### config.mk
export PLATFORM = sky130hd
export DESIGN_NAME = system_hint_unit
export DESIGN_NICKNAME = d
export VERILOG_FILES = /design/src/pkg/hint_unit_pkg.sv /design/src/system_hint_unit.sv
export SDC_FILE = /design/constraint.sdc
export NUM_CORES = 1
export LEC_CHECK = 0
export ABC_CLOCK_PERIOD_IN_PS = 2300
export BUFFER_PORTS_ARGS = -buffer_cell sky130_fd_sc_hd__buf_4
export CAP_MARGIN = 20
export CORE_AREA = 3 3 152 154
export CTS_BUF_LIST = sky130_fd_sc_hd__clkbuf_8
export CTS_CLUSTER_DIAMETER = 200
export CTS_CLUSTER_SIZE = 10
export DETAILED_ROUTE_END_ITERATION = 7
export DIE_AREA = 0 0 155 157
export GPL_TIMING_DRIVEN = 1
export PLACE_DENSITY = 0.6
export SYNTH_ARGS = -nofsm -noshare
export SYNTH_HDL_FRONTEND = slang
export SYNTH_SLANG_ARGS = --single-unit
### constraint.sdc
create_clock -name CORE_CLK_I -period 2.3 [get_ports CORE_CLK_I]
set_input_delay 0.115 -clock CORE_CLK_I [delete_from_list [all_inputs] [get_ports CORE_CLK_I]]
set_output_delay 0.115 -clock CORE_CLK_I [all_outputs]
set_load 0.01 [all_outputs]
### src/pkg/hint_unit_pkg.sv
// Purpose: Shared constants and types for the system hint unit
// Assumes: Register bus is classic Wishbone, 32-bit data
// Notes: Status word layout follows the processor's flag positions

package hint_unit_pkg;

  // Instruction class presented by the decoder
  typedef enum logic [2:0] {
    OP_NO_OPERATION_HINT,
    OP_SEND_EVENT_HINT,
    OP_SUPERVISOR_CALL,
    OP_WAIT_FOR_EVENT,
    OP_WAIT_FOR_INTERRUPT,
    OP_MOVE_TO_SPECIAL_REG,
    OP_MOVE_FROM_SPECIAL_REG
  } hint_op_t;

  // Special register selector
  typedef enum logic [3:0] {
    SEL_APPLICATION_STATUS_WORD,
    SEL_APP_INT_STATUS,
    SEL_APP_EXEC_STATUS,
    SEL_PROGRAM_STATUS_WORD,
    SEL_INT_STATUS,
    SEL_EXEC_STATUS,
    SEL_MAIN_STACK_PTR,
    SEL_PROCESS_STACK_PTR,
    SEL_PRIORITY_MASK,
    SEL_BASE_PRIORITY_MASK,
    SEL_RAISE_ONLY_PRIORITY_ALIAS,
    SEL_FAULT_MASK,
    SEL_CONTROL
  } spec_sel_t;

  typedef enum logic [1:0] {
    ST_RUN,
    ST_WAIT_EVENT,
    ST_WAIT_INTERRUPT
  } run_state_t;

  // Register byte offsets
  localparam logic [7:0] OFS_CONFIG = 8'h00;
  localparam logic [7:0] OFS_IRQ_STATUS = 8'h04;
  localparam logic [7:0] OFS_IRQ_MASK = 8'h08;
  localparam logic [7:0] OFS_CORE_STATE = 8'h0C;
  localparam logic [7:0] OFS_STATUS_WORD = 8'h10;
  localparam logic [7:0] OFS_PRIORITY = 8'h14;

  // Config register fields
  localparam int CFG_WAKE_ON_PENDING_BIT = 0;
  localparam int CFG_DEBUG_ENABLE_BIT = 1;
  localparam logic [1:0] CFG_RESET = 2'h0;

  // Interrupt status bit positions
  localparam int IRQ_SVC_BIT = 0;
  localparam int IRQ_SEND_EVENT_BIT = 1;
  localparam int IRQ_WAKE_BIT = 2;
  localparam int IRQ_SUSPEND_BIT = 3;
  localparam int IRQ_WIDTH = 4;
  localparam logic [3:0] IRQ_MASK_RESET = 4'h0;

  // Core state register fields
  localparam int STATE_EVENT_BIT = 0;
  localparam int STATE_WAIT_EVENT_BIT = 1;
  localparam int STATE_WAIT_INT_BIT = 2;
  localparam int STATE_PRIV_MASK_BIT = 3;
  localparam int STATE_FAULT_MASK_BIT = 4;

  // Status word field masks
  localparam logic [31:0] FLAGS_MASK = 32'hF800_0000;
  localparam logic [31:0] EXEC_STATE_MASK = 32'h0700_FC00;
  localparam logic [31:0] INT_NUM_MASK = 32'h0000_01FF;
  localparam logic [31:0] STATUS_WORD_RESET = 32'h0100_0000;
  localparam logic [31:0] STACK_ALIGN_MASK = 32'hFFFF_FFFC;
  localparam logic [7:0] BASE_PRIORITY_RESET = 8'h00;

endpackage : hint_unit_pkg

### src/system_hint_unit.sv
// Purpose: System hint and special register move unit of the core
// Assumes: Decoder, exception and debug logic share CORE_CLK_I
// Notes: Only the external event pin is synchronised
//
// Contract
// - Unprivileged reads reach only application status word; unprivileged writes set flags via all four status word selectors
// - Unprivileged writes keep unallocated, execution bits
// - Raise-only alias writes only nonzero, higher priority
// - Reading raise-only alias returns base mask
// - Status word move sets flags from source
// - No-operation hint has no effect
// - Send event pulses outward and sets event
// - Supervisor call raises exception, immediate ignored
// - Wait-for-event suspends when event register clear
// - Exception wakes only when unmasked, above priority
// - Pending exception wakes only with enable bit
// - Debug wakes if enabled; external events wake
// - Set event register is cleared, no suspend
// - Wait-for-interrupt wakes on any exception, debug
// - Hints never alter condition flags
// - Instructions execute only when condition passes
//
// The Wishbone slave port and the register addresses were decided locally.

`timescale 1ns/100ps

module system_hint_unit
  import hint_unit_pkg::*;
#(
  parameter int DATA_W = 32,
  parameter int PRIO_W = 8
)
(
  // Clock and reset
  input wire logic CORE_CLK_I,
  input wire logic RST_N_I,
  // Wishbone slave
  input wire logic WB_CYC_I,
  input wire logic WB_STB_I,
  input wire logic WB_WE_I,
  input wire logic [7:0] WB_ADR_I,
  input wire logic [3:0] WB_SEL_I,
  input wire logic [31:0] WB_DAT_I,
  output logic [31:0] WB_DAT_O,
  output logic WB_ACK_O,
  output logic IRQ_O,
  // Instruction issue
  input wire logic INSTR_VALID_I,
  input wire hint_unit_pkg::hint_op_t INSTR_OP_I,
  input wire hint_unit_pkg::spec_sel_t INSTR_SEL_I,
  input wire logic INSTR_COND_PASS_I,
  input wire logic PRIVILEGED_I,
  input wire logic [DATA_W-1:0] SOURCE_REGISTER_I,
  output logic INSTR_READY_O,
  output logic [DATA_W-1:0] READ_DATA_O,
  output logic READ_VALID_O,
  // Exception controller
  input wire logic EXC_REQ_I,
  input wire logic [PRIO_W-1:0] EXC_PRIO_I,
  input wire logic [PRIO_W-1:0] EXEC_PRIO_I,
  input wire logic EXC_PENDING_I,
  output logic SVC_REQ_O,
  // Debug and events
  input wire logic DEBUG_REQ_I,
  input wire logic EXT_EVENT_I,
  output logic SEND_EVENT_O,
  // Architectural state
  output logic [DATA_W-1:0] STATUS_WORD_O,
  output logic [PRIO_W-1:0] BASE_PRIORITY_O,
  output logic PRIORITY_MASK_O,
  output logic FAULT_MASK_O,
  output logic [1:0] CONTROL_O,
  output logic SLEEPING_O
);

  import hint_unit_pkg::*;

  run_state_t state;
  logic [DATA_W-1:0] status_word;
  logic [DATA_W-1:0] main_sp;
  logic [DATA_W-1:0] process_sp;
  logic [PRIO_W-1:0] base_priority_mask;
  logic priority_mask;
  logic fault_mask;
  logic [1:0] control;
  logic event_reg;
  logic [1:0] cfg;
  logic [IRQ_WIDTH-1:0] irq_status;
  logic [IRQ_WIDTH-1:0] irq_mask;
  logic ext_meta;
  logic ext_sync;
  logic ext_prev;
  logic ext_event;
  logic fire;
  logic do_move_to;
  logic wake_event;
  logic wake_int;
  logic exc_unblocked;
  logic alias_update;
  logic [DATA_W-1:0] status_wmask;
  logic [DATA_W-1:0] next_status_word;
  logic [DATA_W-1:0] spec_read;
  logic [IRQ_WIDTH-1:0] irq_set;
  logic bus_req;
  logic bus_wr;
  logic [31:0] wr_mask;

  // External event pin synchroniser and edge detect
  always_ff @(posedge CORE_CLK_I or negedge RST_N_I)
  begin
    if (!RST_N_I)
    begin
      ext_meta <= 1'b0;
      ext_sync <= 1'b0;
      ext_prev <= 1'b0;
    end
    else
    begin
      ext_meta <= EXT_EVENT_I;
      ext_sync <= ext_meta;
      ext_prev <= ext_sync;
    end
  end

  assign ext_event = ext_sync & ~ext_prev;

  // Issue handshake: stalls while suspended
  assign INSTR_READY_O = (state == ST_RUN);
  assign fire = INSTR_VALID_I & INSTR_READY_O & INSTR_COND_PASS_I;
  assign do_move_to = fire & (INSTR_OP_I == OP_MOVE_TO_SPECIAL_REG);

  // Masked exception check against mask registers and priority
  always_comb
  begin
    exc_unblocked = EXC_REQ_I & ~priority_mask & ~fault_mask;
    if (EXC_PRIO_I >= EXEC_PRIO_I)
    begin
      exc_unblocked = 1'b0;
    end
    if ((base_priority_mask != '0) && (EXC_PRIO_I >= base_priority_mask))
    begin
      exc_unblocked = 1'b0;
    end
  end

  assign wake_event = exc_unblocked
    | (EXC_PENDING_I & cfg[CFG_WAKE_ON_PENDING_BIT])
    | (DEBUG_REQ_I & cfg[CFG_DEBUG_ENABLE_BIT])
    | ext_event;
  assign wake_int = EXC_REQ_I | DEBUG_REQ_I;

  // Suspension state machine
  always_ff @(posedge CORE_CLK_I or negedge RST_N_I)
  begin
    if (!RST_N_I)
    begin
      state <= ST_RUN;
    end
    else
    begin
      unique case (state)
        ST_RUN:
        begin
          if (fire && (INSTR_OP_I == OP_WAIT_FOR_EVENT) && !event_reg)
          begin
            state <= ST_WAIT_EVENT;
          end
          else if (fire && (INSTR_OP_I == OP_WAIT_FOR_INTERRUPT))
          begin
            state <= ST_WAIT_INTERRUPT;
          end
        end
        ST_WAIT_EVENT:
        begin
          // Event caught on the suspend edge must not be lost
          if (wake_event || event_reg)
          begin
            state <= ST_RUN;
          end
        end
        ST_WAIT_INTERRUPT:
        begin
          if (wake_int)
          begin
            state <= ST_RUN;
          end
        end
        default:
        begin
          state <= ST_RUN;
        end
      endcase
    end
  end

  assign SLEEPING_O = (state != ST_RUN);

  // Local event register; a new event wins over consumption
  always_ff @(posedge CORE_CLK_I or negedge RST_N_I)
  begin
    if (!RST_N_I)
    begin
      event_reg <= 1'b0;
    end
    else if (fire && (INSTR_OP_I == OP_SEND_EVENT_HINT))
    begin
      event_reg <= 1'b1;
    end
    else if (ext_event && (state == ST_RUN))
    begin
      event_reg <= 1'b1;
    end
    else if (fire && (INSTR_OP_I == OP_WAIT_FOR_EVENT))
    begin
      event_reg <= 1'b0;
    end
  end

  // Outgoing pulses to other processors and exception controller
  always_ff @(posedge CORE_CLK_I or negedge RST_N_I)
  begin
    if (!RST_N_I)
    begin
      SEND_EVENT_O <= 1'b0;
      SVC_REQ_O <= 1'b0;
    end
    else
    begin
      SEND_EVENT_O <= fire & (INSTR_OP_I == OP_SEND_EVENT_HINT);
      // Call number stays in the opcode for the handler
      SVC_REQ_O <= fire & (INSTR_OP_I == OP_SUPERVISOR_CALL);
    end
  end

  // Writable status word bits by target and privilege
  always_comb
  begin
    status_wmask = '0;
    unique case (INSTR_SEL_I)
      SEL_APPLICATION_STATUS_WORD, SEL_APP_INT_STATUS,
      SEL_APP_EXEC_STATUS, SEL_PROGRAM_STATUS_WORD:
      begin
        status_wmask = FLAGS_MASK;
      end
      default:
      begin
        status_wmask = '0;
      end
    endcase
    if (PRIVILEGED_I && (INSTR_SEL_I == SEL_PROGRAM_STATUS_WORD))
    begin
      status_wmask = FLAGS_MASK | EXEC_STATE_MASK;
    end
  end

  // Unallocated bits never change; unprivileged keeps exec state
  assign next_status_word = (status_word & ~status_wmask)
    | (SOURCE_REGISTER_I & status_wmask);

  always_ff @(posedge CORE_CLK_I or negedge RST_N_I)
  begin
    if (!RST_N_I)
    begin
      status_word <= STATUS_WORD_RESET;
    end
    else if (do_move_to)
    begin
      status_word <= next_status_word;
    end
  end

  // Raise-only alias gate
  assign alias_update = (SOURCE_REGISTER_I[PRIO_W-1:0] != '0)
    && ((base_priority_mask == '0)
    || (SOURCE_REGISTER_I[PRIO_W-1:0] < base_priority_mask));

  // Privileged-only special registers
  always_ff @(posedge CORE_CLK_I or negedge RST_N_I)
  begin
    if (!RST_N_I)
    begin
      base_priority_mask <= BASE_PRIORITY_RESET;
      priority_mask <= 1'b0;
      fault_mask <= 1'b0;
      control <= 2'h0;
      main_sp <= '0;
      process_sp <= '0;
    end
    else if (do_move_to && PRIVILEGED_I)
    begin
      unique case (INSTR_SEL_I)
        SEL_BASE_PRIORITY_MASK:
        begin
          base_priority_mask <= SOURCE_REGISTER_I[PRIO_W-1:0];
        end
        SEL_RAISE_ONLY_PRIORITY_ALIAS:
        begin
          if (alias_update)
          begin
            base_priority_mask <= SOURCE_REGISTER_I[PRIO_W-1:0];
          end
        end
        SEL_PRIORITY_MASK:
        begin
          priority_mask <= SOURCE_REGISTER_I[0];
        end
        SEL_FAULT_MASK:
        begin
          fault_mask <= SOURCE_REGISTER_I[0];
        end
        SEL_CONTROL:
        begin
          control <= SOURCE_REGISTER_I[1:0];
        end
        SEL_MAIN_STACK_PTR:
        begin
          main_sp <= SOURCE_REGISTER_I & STACK_ALIGN_MASK;
        end
        SEL_PROCESS_STACK_PTR:
        begin
          process_sp <= SOURCE_REGISTER_I & STACK_ALIGN_MASK;
        end
        default:
        begin
          control <= control;
        end
      endcase
    end
  end

  // Read selection for move-from
  always_comb
  begin
    spec_read = '0;
    unique case (INSTR_SEL_I)
      SEL_APPLICATION_STATUS_WORD:
      begin
        spec_read = status_word & FLAGS_MASK;
      end
      SEL_APP_INT_STATUS:
      begin
        spec_read = status_word & (FLAGS_MASK | INT_NUM_MASK);
      end
      SEL_APP_EXEC_STATUS:
      begin
        spec_read = status_word & FLAGS_MASK;
      end
      SEL_PROGRAM_STATUS_WORD:
      begin
        spec_read = status_word & (FLAGS_MASK | INT_NUM_MASK);
      end
      SEL_INT_STATUS:
      begin
        spec_read = status_word & INT_NUM_MASK;
      end
      SEL_EXEC_STATUS:
      begin
        spec_read = '0;
      end
      SEL_MAIN_STACK_PTR:
      begin
        spec_read = main_sp;
      end
      SEL_PROCESS_STACK_PTR:
      begin
        spec_read = process_sp;
      end
      SEL_PRIORITY_MASK:
      begin
        spec_read = {{(DATA_W-1){1'b0}}, priority_mask};
      end
      SEL_BASE_PRIORITY_MASK, SEL_RAISE_ONLY_PRIORITY_ALIAS:
      begin
        spec_read = {{(DATA_W-PRIO_W){1'b0}}, base_priority_mask};
      end
      SEL_FAULT_MASK:
      begin
        spec_read = {{(DATA_W-1){1'b0}}, fault_mask};
      end
      SEL_CONTROL:
      begin
        spec_read = {{(DATA_W-2){1'b0}}, control};
      end
      default:
      begin
        spec_read = '0;
      end
    endcase
    if (!PRIVILEGED_I && (INSTR_SEL_I != SEL_APPLICATION_STATUS_WORD))
    begin
      spec_read = '0;
    end
  end

  always_ff @(posedge CORE_CLK_I or negedge RST_N_I)
  begin
    if (!RST_N_I)
    begin
      READ_DATA_O <= '0;
      READ_VALID_O <= 1'b0;
    end
    else
    begin
      READ_VALID_O <= fire & (INSTR_OP_I == OP_MOVE_FROM_SPECIAL_REG);
      if (fire && (INSTR_OP_I == OP_MOVE_FROM_SPECIAL_REG))
      begin
        READ_DATA_O <= spec_read;
      end
    end
  end

  // No-operation hint is accepted and retired with no effect
  // only the move-to path above touches flags

  assign STATUS_WORD_O = status_word;
  assign BASE_PRIORITY_O = base_priority_mask;
  assign PRIORITY_MASK_O = priority_mask;
  assign FAULT_MASK_O = fault_mask;
  assign CONTROL_O = control;

  // Wishbone slave: one-cycle answer, ack drops after
  assign bus_req = WB_CYC_I & WB_STB_I & ~WB_ACK_O;
  assign bus_wr = bus_req & WB_WE_I;
  assign wr_mask = {{8{WB_SEL_I[3]}}, {8{WB_SEL_I[2]}},
    {8{WB_SEL_I[1]}}, {8{WB_SEL_I[0]}}};

  always_ff @(posedge CORE_CLK_I or negedge RST_N_I)
  begin
    if (!RST_N_I)
    begin
      WB_ACK_O <= 1'b0;
    end
    else
    begin
      WB_ACK_O <= bus_req;
    end
  end

  always_ff @(posedge CORE_CLK_I or negedge RST_N_I)
  begin
    if (!RST_N_I)
    begin
      cfg <= CFG_RESET;
      irq_mask <= IRQ_MASK_RESET;
    end
    else if (bus_wr && WB_SEL_I[0])
    begin
      if (WB_ADR_I == OFS_CONFIG)
      begin
        cfg <= WB_DAT_I[1:0];
      end
      if (WB_ADR_I == OFS_IRQ_MASK)
      begin
        irq_mask <= WB_DAT_I[IRQ_WIDTH-1:0];
      end
    end
  end

  // Sticky events; set wins over write-one-to-clear
  assign irq_set = {
    (state == ST_RUN) & fire & ((INSTR_OP_I == OP_WAIT_FOR_EVENT & ~event_reg)
      | INSTR_OP_I == OP_WAIT_FOR_INTERRUPT),
    ((state == ST_WAIT_EVENT) & wake_event)
      | ((state == ST_WAIT_INTERRUPT) & wake_int),
    fire & (INSTR_OP_I == OP_SEND_EVENT_HINT),
    fire & (INSTR_OP_I == OP_SUPERVISOR_CALL)};

  always_ff @(posedge CORE_CLK_I or negedge RST_N_I)
  begin
    if (!RST_N_I)
    begin
      irq_status <= '0;
    end
    else
    begin
      if (bus_wr && WB_SEL_I[0] && (WB_ADR_I == OFS_IRQ_STATUS))
      begin
        irq_status <= (irq_status & ~WB_DAT_I[IRQ_WIDTH-1:0]) | irq_set;
      end
      else
      begin
        irq_status <= irq_status | irq_set;
      end
    end
  end

  assign IRQ_O = |(irq_status & irq_mask);

  always_ff @(posedge CORE_CLK_I or negedge RST_N_I)
  begin
    if (!RST_N_I)
    begin
      WB_DAT_O <= '0;
    end
    else if (bus_req && !WB_WE_I)
    begin
      unique case (WB_ADR_I)
        OFS_CONFIG:
        begin
          WB_DAT_O <= {30'h0, cfg};
        end
        OFS_IRQ_STATUS:
        begin
          WB_DAT_O <= {28'h0, irq_status};
        end
        OFS_IRQ_MASK:
        begin
          WB_DAT_O <= {28'h0, irq_mask};
        end
        OFS_CORE_STATE:
        begin
          WB_DAT_O <= {27'h0, fault_mask, priority_mask,
            state == ST_WAIT_INTERRUPT, state == ST_WAIT_EVENT, event_reg};
        end
        OFS_STATUS_WORD:
        begin
          WB_DAT_O <= status_word;
        end
        OFS_PRIORITY:
        begin
          WB_DAT_O <= {{(32-PRIO_W){1'b0}}, base_priority_mask};
        end
        default:
        begin
          WB_DAT_O <= 32'h0000_0000;
        end
      endcase
    end
  end

endmodule : system_hint_unit

Yosys cells after proc, flatten, opt, wreduce, memory -nomap -nowiden
Index checks and enable logic that the tools add are counted.
Word-level totals
  bits in registers: 188
  input bits: 111
  output and inout port bits: 115
Operators by class
  order comparisons: 3
  mux-type cells: 18
  reductions and logical operators: 43
  bitwise logic cells: 39
  equal/unequal tests: 28
Operator list (count)
  $pmux 32 s9: 1
  $pmux 32 s6: 1
  $mux 32: 3
  $and 32x32->32: 2
  $not 32->32: 1
  $or 32x32->32: 1
  $eq 4x4->1 const B: 5
  $and 1x1->1: 19
  $eq 8x4->1 const B: 2
  $eq 8x5->1 const B: 2
  $ge 8x8->1: 2
  $logic_not 8->1: 2
  $pmux 8 s2: 1
  $reduce_bool 8->1: 2
  $logic_and 1x1->1: 14
  $reduce_and 2->1: 7
  $eq 4x3->1 const B: 3
  $eq 3x3->1 const B: 3
  $and 4x4->4: 2
  $eq 4x2->1 const B: 2
  $eq 8x3->1 const B: 1
  $lt 8x8->1: 1
  $mux 2: 4
  $mux 8: 1
  24 further kinds: 49

Longest topological paths before layout
Gate-level depths: netlist of the first run.
  depth after elaboration: 12
  gate-level depth with buffers: 7
  mapped depth without buffers: 7

Worst setup path before layout of the first run
OpenSTA, ideal clock, no wires.
  path kind: register -> register
  start point: reg base_priority_mask[2], in the netlist BASE_PRIORITY_O[2]
  end point: reg base_priority_mask[0], in the netlist BASE_PRIORITY_O[0]
  path buffers: 0
  data required time: 2.175 ns
  slack: 0.238 ns
  library setup time: 0.125 ns
  arrival time: 1.937 ns
  period minus slack after synthesis: 2.062 ns
  cell stages (with the launch flop): 8
  path through: dfrtp_1 -> inv_1 -> ha_1 -> a211oi_1 -> o21ai_0 -> a211oi_1 -> o21ai_4 -> mux2_4
On the way
  longest elaborated chain between the ends: 5
  elaborated cells between the ends (all ways): 6
RTL lines
  start: declaration: RTL line system_hint_unit.sv:82  | logic [PRIO_W-1:0] base_priority_mask;
  start signal: assignment: RTL line system_hint_unit.sv:294  | base_priority_mask <= SOURCE_REGISTER_I[PRIO_W-1:0];
  start signal: assignment: RTL line system_hint_unit.sv:300  | base_priority_mask <= SOURCE_REGISTER_I[PRIO_W-1:0];
  $lt 8x8->1 or $logic_not 8->1 (tied branches): RTL line system_hint_unit.sv:275, system_hint_unit.sv:274
  $logic_or 1x1->1 *: RTL line system_hint_unit.sv:275  | || (SOURCE_REGISTER_I[PRIO_W-1:0] < base_priority_mask));
  $logic_and 1x1->1 *: RTL line system_hint_unit.sv:274  | && ((base_priority_mask == '0)
  $ne 2x2->1 (no source line) *
  $reduce_and 3->1 (no source line) *
Mark *: on every way between the ends. The rest lies on a longest branch, timed or not.
A chain may end at the register's enable or synchronous reset.

Worst setup path after layout of the first run
  start point: in SOURCE_REGISTER_I[2]
  end point: reg base_priority_mask[2], in the netlist BASE_PRIORITY_O[2]
On the way
  longest elaborated chain between the ends: 5
  elaborated cells between the ends (all ways): 8
RTL lines
  start: declaration: RTL line system_hint_unit.sv:53  | input wire logic [DATA_W-1:0] SOURCE_REGISTER_I,
  $lt 8x8->1: RTL line system_hint_unit.sv:275
  $logic_or 1x1->1: RTL line system_hint_unit.sv:275
  $logic_and 1x1->1: RTL line system_hint_unit.sv:274
  $ne 2x2->1 (no source line)
  $reduce_and 3->1 (no source line)
Several ways; a longest one is shown, not always the timed one. The select of a mux whose other input is x is not followed.

==> flow_metrics.py, run 1 <==
metrics = {
    "cells_and_area": {
        "largestRegisters": "READ_DATA_O (32), main_sp (30), process_sp (30)",
        "nNetsFinal": 972,
        "final_cell_mix": "185 x buf_4, 159 x dfrtp_1, 74 x mux2_2, 51 x nand2_1, 45 x dlygate4sd3_1",
        "largest_reg_flops": 32,
        "final_cells": 1131,
        "drive_above_1_share_pct": 38.90,
        "area_delta_synth_final_pct": 33.09,
        "antenna_cells": 0,
        "multi_input_area_sq_mm": 0.003281,
        "regMostFlops": "READ_DATA_O",
        "final_common_cell": "buf_4",
        "fill_cells": 2039,
        "seqCellArea_sq_mm": 0.004005,
    },
    "clock_network": {
        "clk_latency_ns": 0.45,
        "tritoncts": "done",
        "clkTransAtPathRegs_ns": 0.09,
        "cts_sinks": 160,
        "cts_max_level": 4,
        "cts_root_buf": "clkbuf_8",
        "cts_buffers": 17,
        "post_cts_buffers": 0,
        "cts_max_path_buffers": 2,
    },
    "timing": {
        "finalHoldViolCount": 0,
        "finalMaxSlewViolations": 0,
        "min_period_ns": 2.029,
        "tightest_slew_ns": 0.6863,
        "slew_headroom_pct": 54.25,
        "rsz0062_at_grt": "no",
        "timing.final.crit_share_pct": 88.20,
        "max_freq_mhz": 492.9,
        "setup_viol": 0,
        "fin_skew_ns": 0.01237,
        "tns_ns": 0,
    },
    "detailed_routing": {
        "vias": 5717,
        "first_pass_iters": 5,
        "wl_um": 21110,
        "drc": 0,
        "antenna_left": 0,
        "drt_iter0_drc": 308,
        "via_per_inst": 5.055,
        "wl_per_cell_um": 18.66,
    },
    "synthesis": {
        "synth_adder_area_share_pct": 3.786,
        "postSynthCellCount": 617,
        "synthArstFlopShare_pct": 100.0,
        "yosysWarnings": 0,
        "ys.flop_type": "dfrtp_1",
        "ys_types": 55,
        "synth-simple-area-share_pct": 7.737,
        "syn_area_sq_mm": 0.007601,
        "synth_compound_area_share_pct": 14.06,
        "ys_seq_area_share_pct": 52.69,
        "synth_top_family_by_area": "multiplexers",
        "ys_ff_latch": 160,
        "synth_xor_area_share_pct": 0,
        "syn_avg_cell_area_sq_um": 12.32,
        "synth_edf_count": 0,
        "muxShareOfSynthArea_pct": 15.65,
    },
    "setup_path": {
        "crit_type": "input port to flop",
        "crit_slowest_cell": "dlygate4sd3_1",
        "worstPathArrival_ns": 2.36,
        "worstReg2RegEnd": "BASE_PRIORITY_O[2]",
        "cpPeakStageDelay_ns": 0.58,
        "cp_max_fo": 8,
        "worst_setup_path_start_kind": "input port",
        "worstReg2RegStart": "BASE_PRIORITY_O[2]",
        "cp_cell_sequence": "dlygate4sd3_1, buf_4, ha_1, a211oi_1, o21ai_0, a211oi_2, o21ai_4, mux2_4",
        "r2r_slack_ns": 0.30,
        "r2r_cells": 7,
        "required_ns": 2.64,
        "critPathCaptureType": "flop",
    },
    "floorplanning": {
        "start_util_pct": 34.83,
        "dieArea_sq_mm": 0.02434,
        "die_y_um": 157,
        "core_area_sq_mm": 0.02182,
        "die_x_um": 155,
        "rows": 54,
        "io_pins": 226,
    },
    "min_path": {
        "hold_class": "input port to flop",
        "whs_endpoint": "SEND_EVENT_O",
        "hold_path_depth": 3,
        "hp-start": "INSTR_OP_I[0]",
    },
    "power": {
        "power-per-cell-area_mw_per_mm2": 595.7,
        "p_leak_nw": 5.027,
        "vdd_drop_max_v": 0.0005251,
    },
    "placement": {
        "port_buffers": 166,
        "dp.final_hpwl_um": 14770,
        "gp_congestion": 0.8169,
        "dp.cells": 1054,
    },
    "run_status": {
        "status": "complete, no violations",
    },
    "grt": {
        "grtUsageTotal_pct": 17.35,
        "antenna_found_initial": 0,
        "grt_start_max_net_pins": 66,
        "grt_pass1_vias": 5760,
        "grt_first_pass_wirelength_um": 32970,
        "grt_overflow": 0,
    },
    "run": {
        "drv_cap": 0,
    },
}
==> cell families after synthesis <==
| kind of cell | Yosys count |
|---|---|
| buf+inv | 84 |
| fa+ha+maj | 23 |
| flops | 160 |
| simple gates | 112 |
| other cells | 1 |
| compound gates | 136 |
| mux | 101 |
==> through the flow <==
step | total power [mW] | setup WS [ns] | area, sq um | utilization (%) | hold slack [ns]
floorplan | 3.294 | 0.2376 | 7702 | - | -0.1806
global placement | 3.620 | 0.1791 | 9201 | 42.16 | 0.1728
detailed placement | 3.628 | 0.1256 | 9201 | 42.16 | 0.1685
CTS | 6.112 | 0.1037 | 10110 | 46.33 | 0.02292
global route | 6.304 | 0.1362 | 10120 | 46.35 | 0.04212
finish | 6.026 | 0.2714 | 10120 | 46.35 | 0.05766
==> how the worst max path moves through the flow <==
stage,start,endpoint,slack [ns],cells past startpoint
floorplan,BASE_PRIORITY_O[2],BASE_PRIORITY_O[0],0.24,7
global placement,BASE_PRIORITY_O[2],BASE_PRIORITY_O[6],0.18,7
detailed placement,BASE_PRIORITY_O[2],BASE_PRIORITY_O[6],0.13,7
CTS,BASE_PRIORITY_O[2],BASE_PRIORITY_O[6],0.10,7
global route,BASE_PRIORITY_O[2],BASE_PRIORITY_O[0],0.14,7
finish,SOURCE_REGISTER_I[2],BASE_PRIORITY_O[2],0.27,8
==> critical path: cells and delay by family <==
kind,cells,cell delay [ns]
compound gates,4,0.85
buf+inv,2,0.75
mux,1,0.33
fa+ha+maj,1,0.31
==> cell usage after synthesis, types with 5 or more instances <==
master	instances	area (sq um)
a22oi_1	22	165.2
nor4_1	6	37.54
inv_1	24	90.09
nor3_1	7	35.03
a21oi_1	9	45.04
o31ai_1	33	247.7
mux2_2	74	833.3
buf_2	12	60.06
buf_4	30	225.2
ha_1	23	287.8
mux2_4	17	255.2
o21ai_0	9	45.04
nor2_1	13	48.80
nand2_1	53	198.9
nand2b_1	6	37.54
mux2i_1	9	90.09
a22o_1	22	192.7
dfrtp_1	159	3979
nor2b_1	5	31.28
clkbuf_1	16	60.06
a222oi_1	11	110.1
a211oi_1	6	45.04
==> report_power, final <==
part           switching [mW]  total [mW]  internal [mW]
clock                    1.17        2.40           1.23
sequential             0.0574        2.94           2.88
combinational           0.363       0.689          0.326
==> timing repair <==
action                                  4_1_cts  5_1_grt
endpoints found under the setup margin        0        8
gates resized for setup                       0        1
endpoints found under the hold margin       161        0
hold buffers                                 45        0
==> area by class of cell <==
type,instances,share of cell area [%]
well taps,280,3.463
multi-input cells,400,32.43
repair buffers,235,19.08
clock inverters,15,2.226
clock buffers,17,2.313
inverters,24,0.8905
flip-flops and latches,160,39.59
==> metal layers <==
layer,wire length [um],vias to the layer above,GRT usage [%]
met5,0,-,0
met4,183,0,3.827
met3,1507,11,4.839
met2,9936,183,28.20
met1,9480,2865,23.31
li1,-,2658,-
No activity file was read; power rests on OpenSTA's default activity.
==> run 2, diff against run 1 <==
--- a/config.mk
+++ b/config.mk
@@ -8,14 +8,15 @@
 export ABC_CLOCK_PERIOD_IN_PS = 2300
 export BUFFER_PORTS_ARGS = -buffer_cell sky130_fd_sc_hd__buf_4
 export CAP_MARGIN = 20
-export CORE_AREA = 3 3 152 154
+export CORE_AREA = 3 3 129 131
 export CTS_BUF_LIST = sky130_fd_sc_hd__clkbuf_8
 export CTS_CLUSTER_DIAMETER = 200
 export CTS_CLUSTER_SIZE = 10
 export DETAILED_ROUTE_END_ITERATION = 7
-export DIE_AREA = 0 0 155 157
+export DIE_AREA = 0 0 132 134
 export GPL_TIMING_DRIVEN = 1
-export PLACE_DENSITY = 0.6
+export PLACE_DENSITY = 0.78
+export RECOVER_POWER = 50
 export SYNTH_ARGS = -nofsm -noshare
 export SYNTH_HDL_FRONTEND = slang
 export SYNTH_SLANG_ARGS = --single-unit
==> constraint.sdc (replaced) <==
create_clock -name CORE_CLK_I -period 2.3 [get_ports CORE_CLK_I]
set_input_delay 0.345 -clock CORE_CLK_I [delete_from_list [all_inputs] [get_ports CORE_CLK_I]]
set_output_delay 0.345 -clock CORE_CLK_I [all_outputs]
set_load 0.01 [all_outputs]
==> run 2 against run 1 <==
Effect of this change: the flow now finishes with violations (max-capacitance violations, max-slew violations); non-clock buffer count decreased by 40; clock-buffer cell count grew 2; final cell count fell by 9.2%; sequential share of layout area is 3.2 points higher; core utilization grew 13 points; first-iteration DRC count is 38% higher; clock power decreased by 15%; combinational power is 11% lower; largest cell class unchanged; setup slack worse by 0.11 ns; highest routed layer unchanged; sequential power hardly changed; fmax fell by 5.2%.
==> flow_metrics.py, run 2 (same netlist as run 1, synthesis figures left out) <==
metrics = {
    "setup_path": {
        "r2r_cells": 7,
        "worstPathArrival_ns": 2.48,
        "worst_setup_path_start_kind": "flop",
        "cp_max_fo": 8,
        "critPathCaptureType": "flop",
        "required_ns": 2.64,
        "crit_type": "flop to flop",
    },
    "clock_network": {
        "post_cts_buffers": 0,
        "cts_buffers": 17,
        "tritoncts": "done",
        "clk_latency_ns": 0.45,
        "cts_max_path_buffers": 2,
        "cts_root_buf": "clkbuf_8",
        "clkTransAtPathRegs_ns": 0.09,
        "ctsResizeCount": 0,
        "cts_max_level": 4,
        "cts_sinks": 160,
    },
    "grt": {
        "antenna_found_initial": 0,
        "grt_overflow": 0,
        "grt_first_pass_wirelength_um": 31550,
        "grt_pass1_vias": 5906,
        "grtUsageTotal_pct": 22.42,
        "grt_start_max_net_pins": 66,
    },
    "placement": {
        "port_buffers": 166,
        "dp.final_hpwl_um": 14510,
        "gp_congestion": 0.8938,
    },
    "detailed_routing": {
        "via_per_inst": 5.533,
        "wl_per_cell_um": 19.25,
        "wl_met3_um": 1734,
        "wl_met1_um": 7998,
        "vias": 5682,
        "wl_um": 19770,
        "antenna_left": 0,
        "dr_wl_met2_um": 9707,
        "drc": 0,
        "first_pass_iters": 6,
        "top_layer": "met4",
        "drt_iter0_drc": 424,
    },
    "cells_and_area": {
        "antenna_cells": 0,
        "nNetsFinal": 932,
        "largestRegisters": "READ_DATA_O (32), main_sp (30), process_sp (30)",
        "multi_input_area_sq_mm": 0.003261,
        "largest_reg_flops": 32,
        "final_cell_mix": "159 x dfrtp_1, 148 x buf_4, 74 x mux2_2, 53 x nand2_1, 38 x clkbuf_1",
        "regMostFlops": "READ_DATA_O",
        "drive_above_1_share_pct": 35.76,
        "area_delta_synth_final_pct": 23.11,
        "final_common_cell": "dfrtp_1",
        "seqCellArea_sq_mm": 0.004005,
        "postLayoutCoreUtil_pct": 59.56,
        "fill_cells": 1345,
    },
    "power": {
        "netSwitchingFraction_pct": 25.45,
        "switchingPower_mw": 1.424,
        "p_comb_share_pct": 10.9,
        "clkPwrFrac_pct": 36.6,
        "seq_power_share_pct": 52.5,
        "p_leak_nw": 4.646,
        "vdd_drop_max_v": 0.0003802,
        "power-per-cell-area_mw_per_mm2": 598.1,
        "p_int_mw": 4.173,
    },
    "timing": {
        "slew_headroom_pct": -3.387,
        "fin_skew_ns": 0.009404,
        "tightest_slew_ns": 1.551,
        "tns_ns": 0,
        "setup_viol": 0,
        "max_freq_mhz": 467.1,
        "timing.final.crit_share_pct": 93.08,
        "hold_slack_ns": 0.1322,
        "finalMaxSlewViolations": 61,
        "rsz0062_at_grt": "no",
        "min_period_ns": 2.141,
        "finalHoldViolCount": 0,
    },
    "run_status": {
        "violations": "max-capacitance violations, max-slew violations",
        "status": "finished with violations",
    },
    "min_path": {
        "hold_class": "input port to flop",
        "hold_path_depth": 2,
    },
    "floorplanning": {
        "die_y_um": 134,
        "rows": 46,
        "dieArea_sq_mm": 0.01769,
        "die_x_um": 132,
        "start_util_pct": 48.38,
        "core_area_sq_mm": 0.01571,
        "io_pins": 226,
    },
    "run": {
        "drv_cap": 1,
    },
}
run 2: changes by cell type in the layout (fill, tap and decap cells not counted), sizes merged:
cell	previous run	this run
clkbuf	17	62
dlygate4sd3	45	2
buf	190	150
clkinvlp	1	4
bufinv	4	2
inv	30	28
clkinv	4	3
run 2: through the flow:
step	cell area, sq um	power, mW	worst slack [ns]	std cells
floorplan	7702	3.294	0.2376	644
global placement	9104	3.582	0.1714	993
detailed placement	9104	3.613	0.1602	993
CTS	9523	5.663	0.1641	1027
global route	9358	5.865	0.02021	1027
finish	9358	5.597	0.1592	1027
run 2: final cells by class:
cell class	count	share of cell area, %
Clock inverter	13	1.471
Inverter	24	0.9627
Timing Repair Buffer	195	14.24
Multi-Input combinational cell	400	34.84
Clock buffer	19	2.794
Sequential cell	160	42.80
Tap cell	216	2.888
run 2: final timing paths:
path                                  startpoint            endpoint  slack (ns)
hold reg to reg                         ext_meta            ext_sync        0.35
setup reg to reg              BASE_PRIORITY_O[6]  BASE_PRIORITY_O[7]        0.16
min in group asynchronous                RST_N_I       irq_status[3]        0.82
hold / removal             SOURCE_REGISTER_I[22]      process_sp[22]        0.13
max in group asynchronous                RST_N_I         WB_DAT_O[6]        0.31
setup / recovery              BASE_PRIORITY_O[6]  BASE_PRIORITY_O[7]        0.16
run 2: critical path, cell delays in order (launching register included):
cell	delay, ns
dfrtp_1	0.47
inv_1	0.11
ha_1	0.30
o21ai_0	0.17
nor2_1	0.07
a211oi_1	0.36
o21ai_4	0.21
mux2_4	0.34
run 2: what timing repair did:
action                                  in CTS  in global routing
hold buffers                                 2                  0
hold endpoints to repair                    56                  0
endpoints found under the setup margin       0                  0
run 2: layer usage:
metal  global-route usage, %  up-vias
li1                        -     2578
met1                   27.44     2839
met2                   37.63      237
met3                   6.977       28
met4                   8.226        0
met5                       0        -
run 2: power groups by stage:
stage / Clock (mW) / Sequential (mW) / Combinational (mW)
floorplan: 0 / 3.00 / 0.298
global placement: 0 / 2.99 / 0.595
detailed placement: 0 / 2.99 / 0.620
CTS: 2.10 / 2.94 / 0.625
global route: 2.24 / 2.95 / 0.675
finish: 2.05 / 2.94 / 0.612
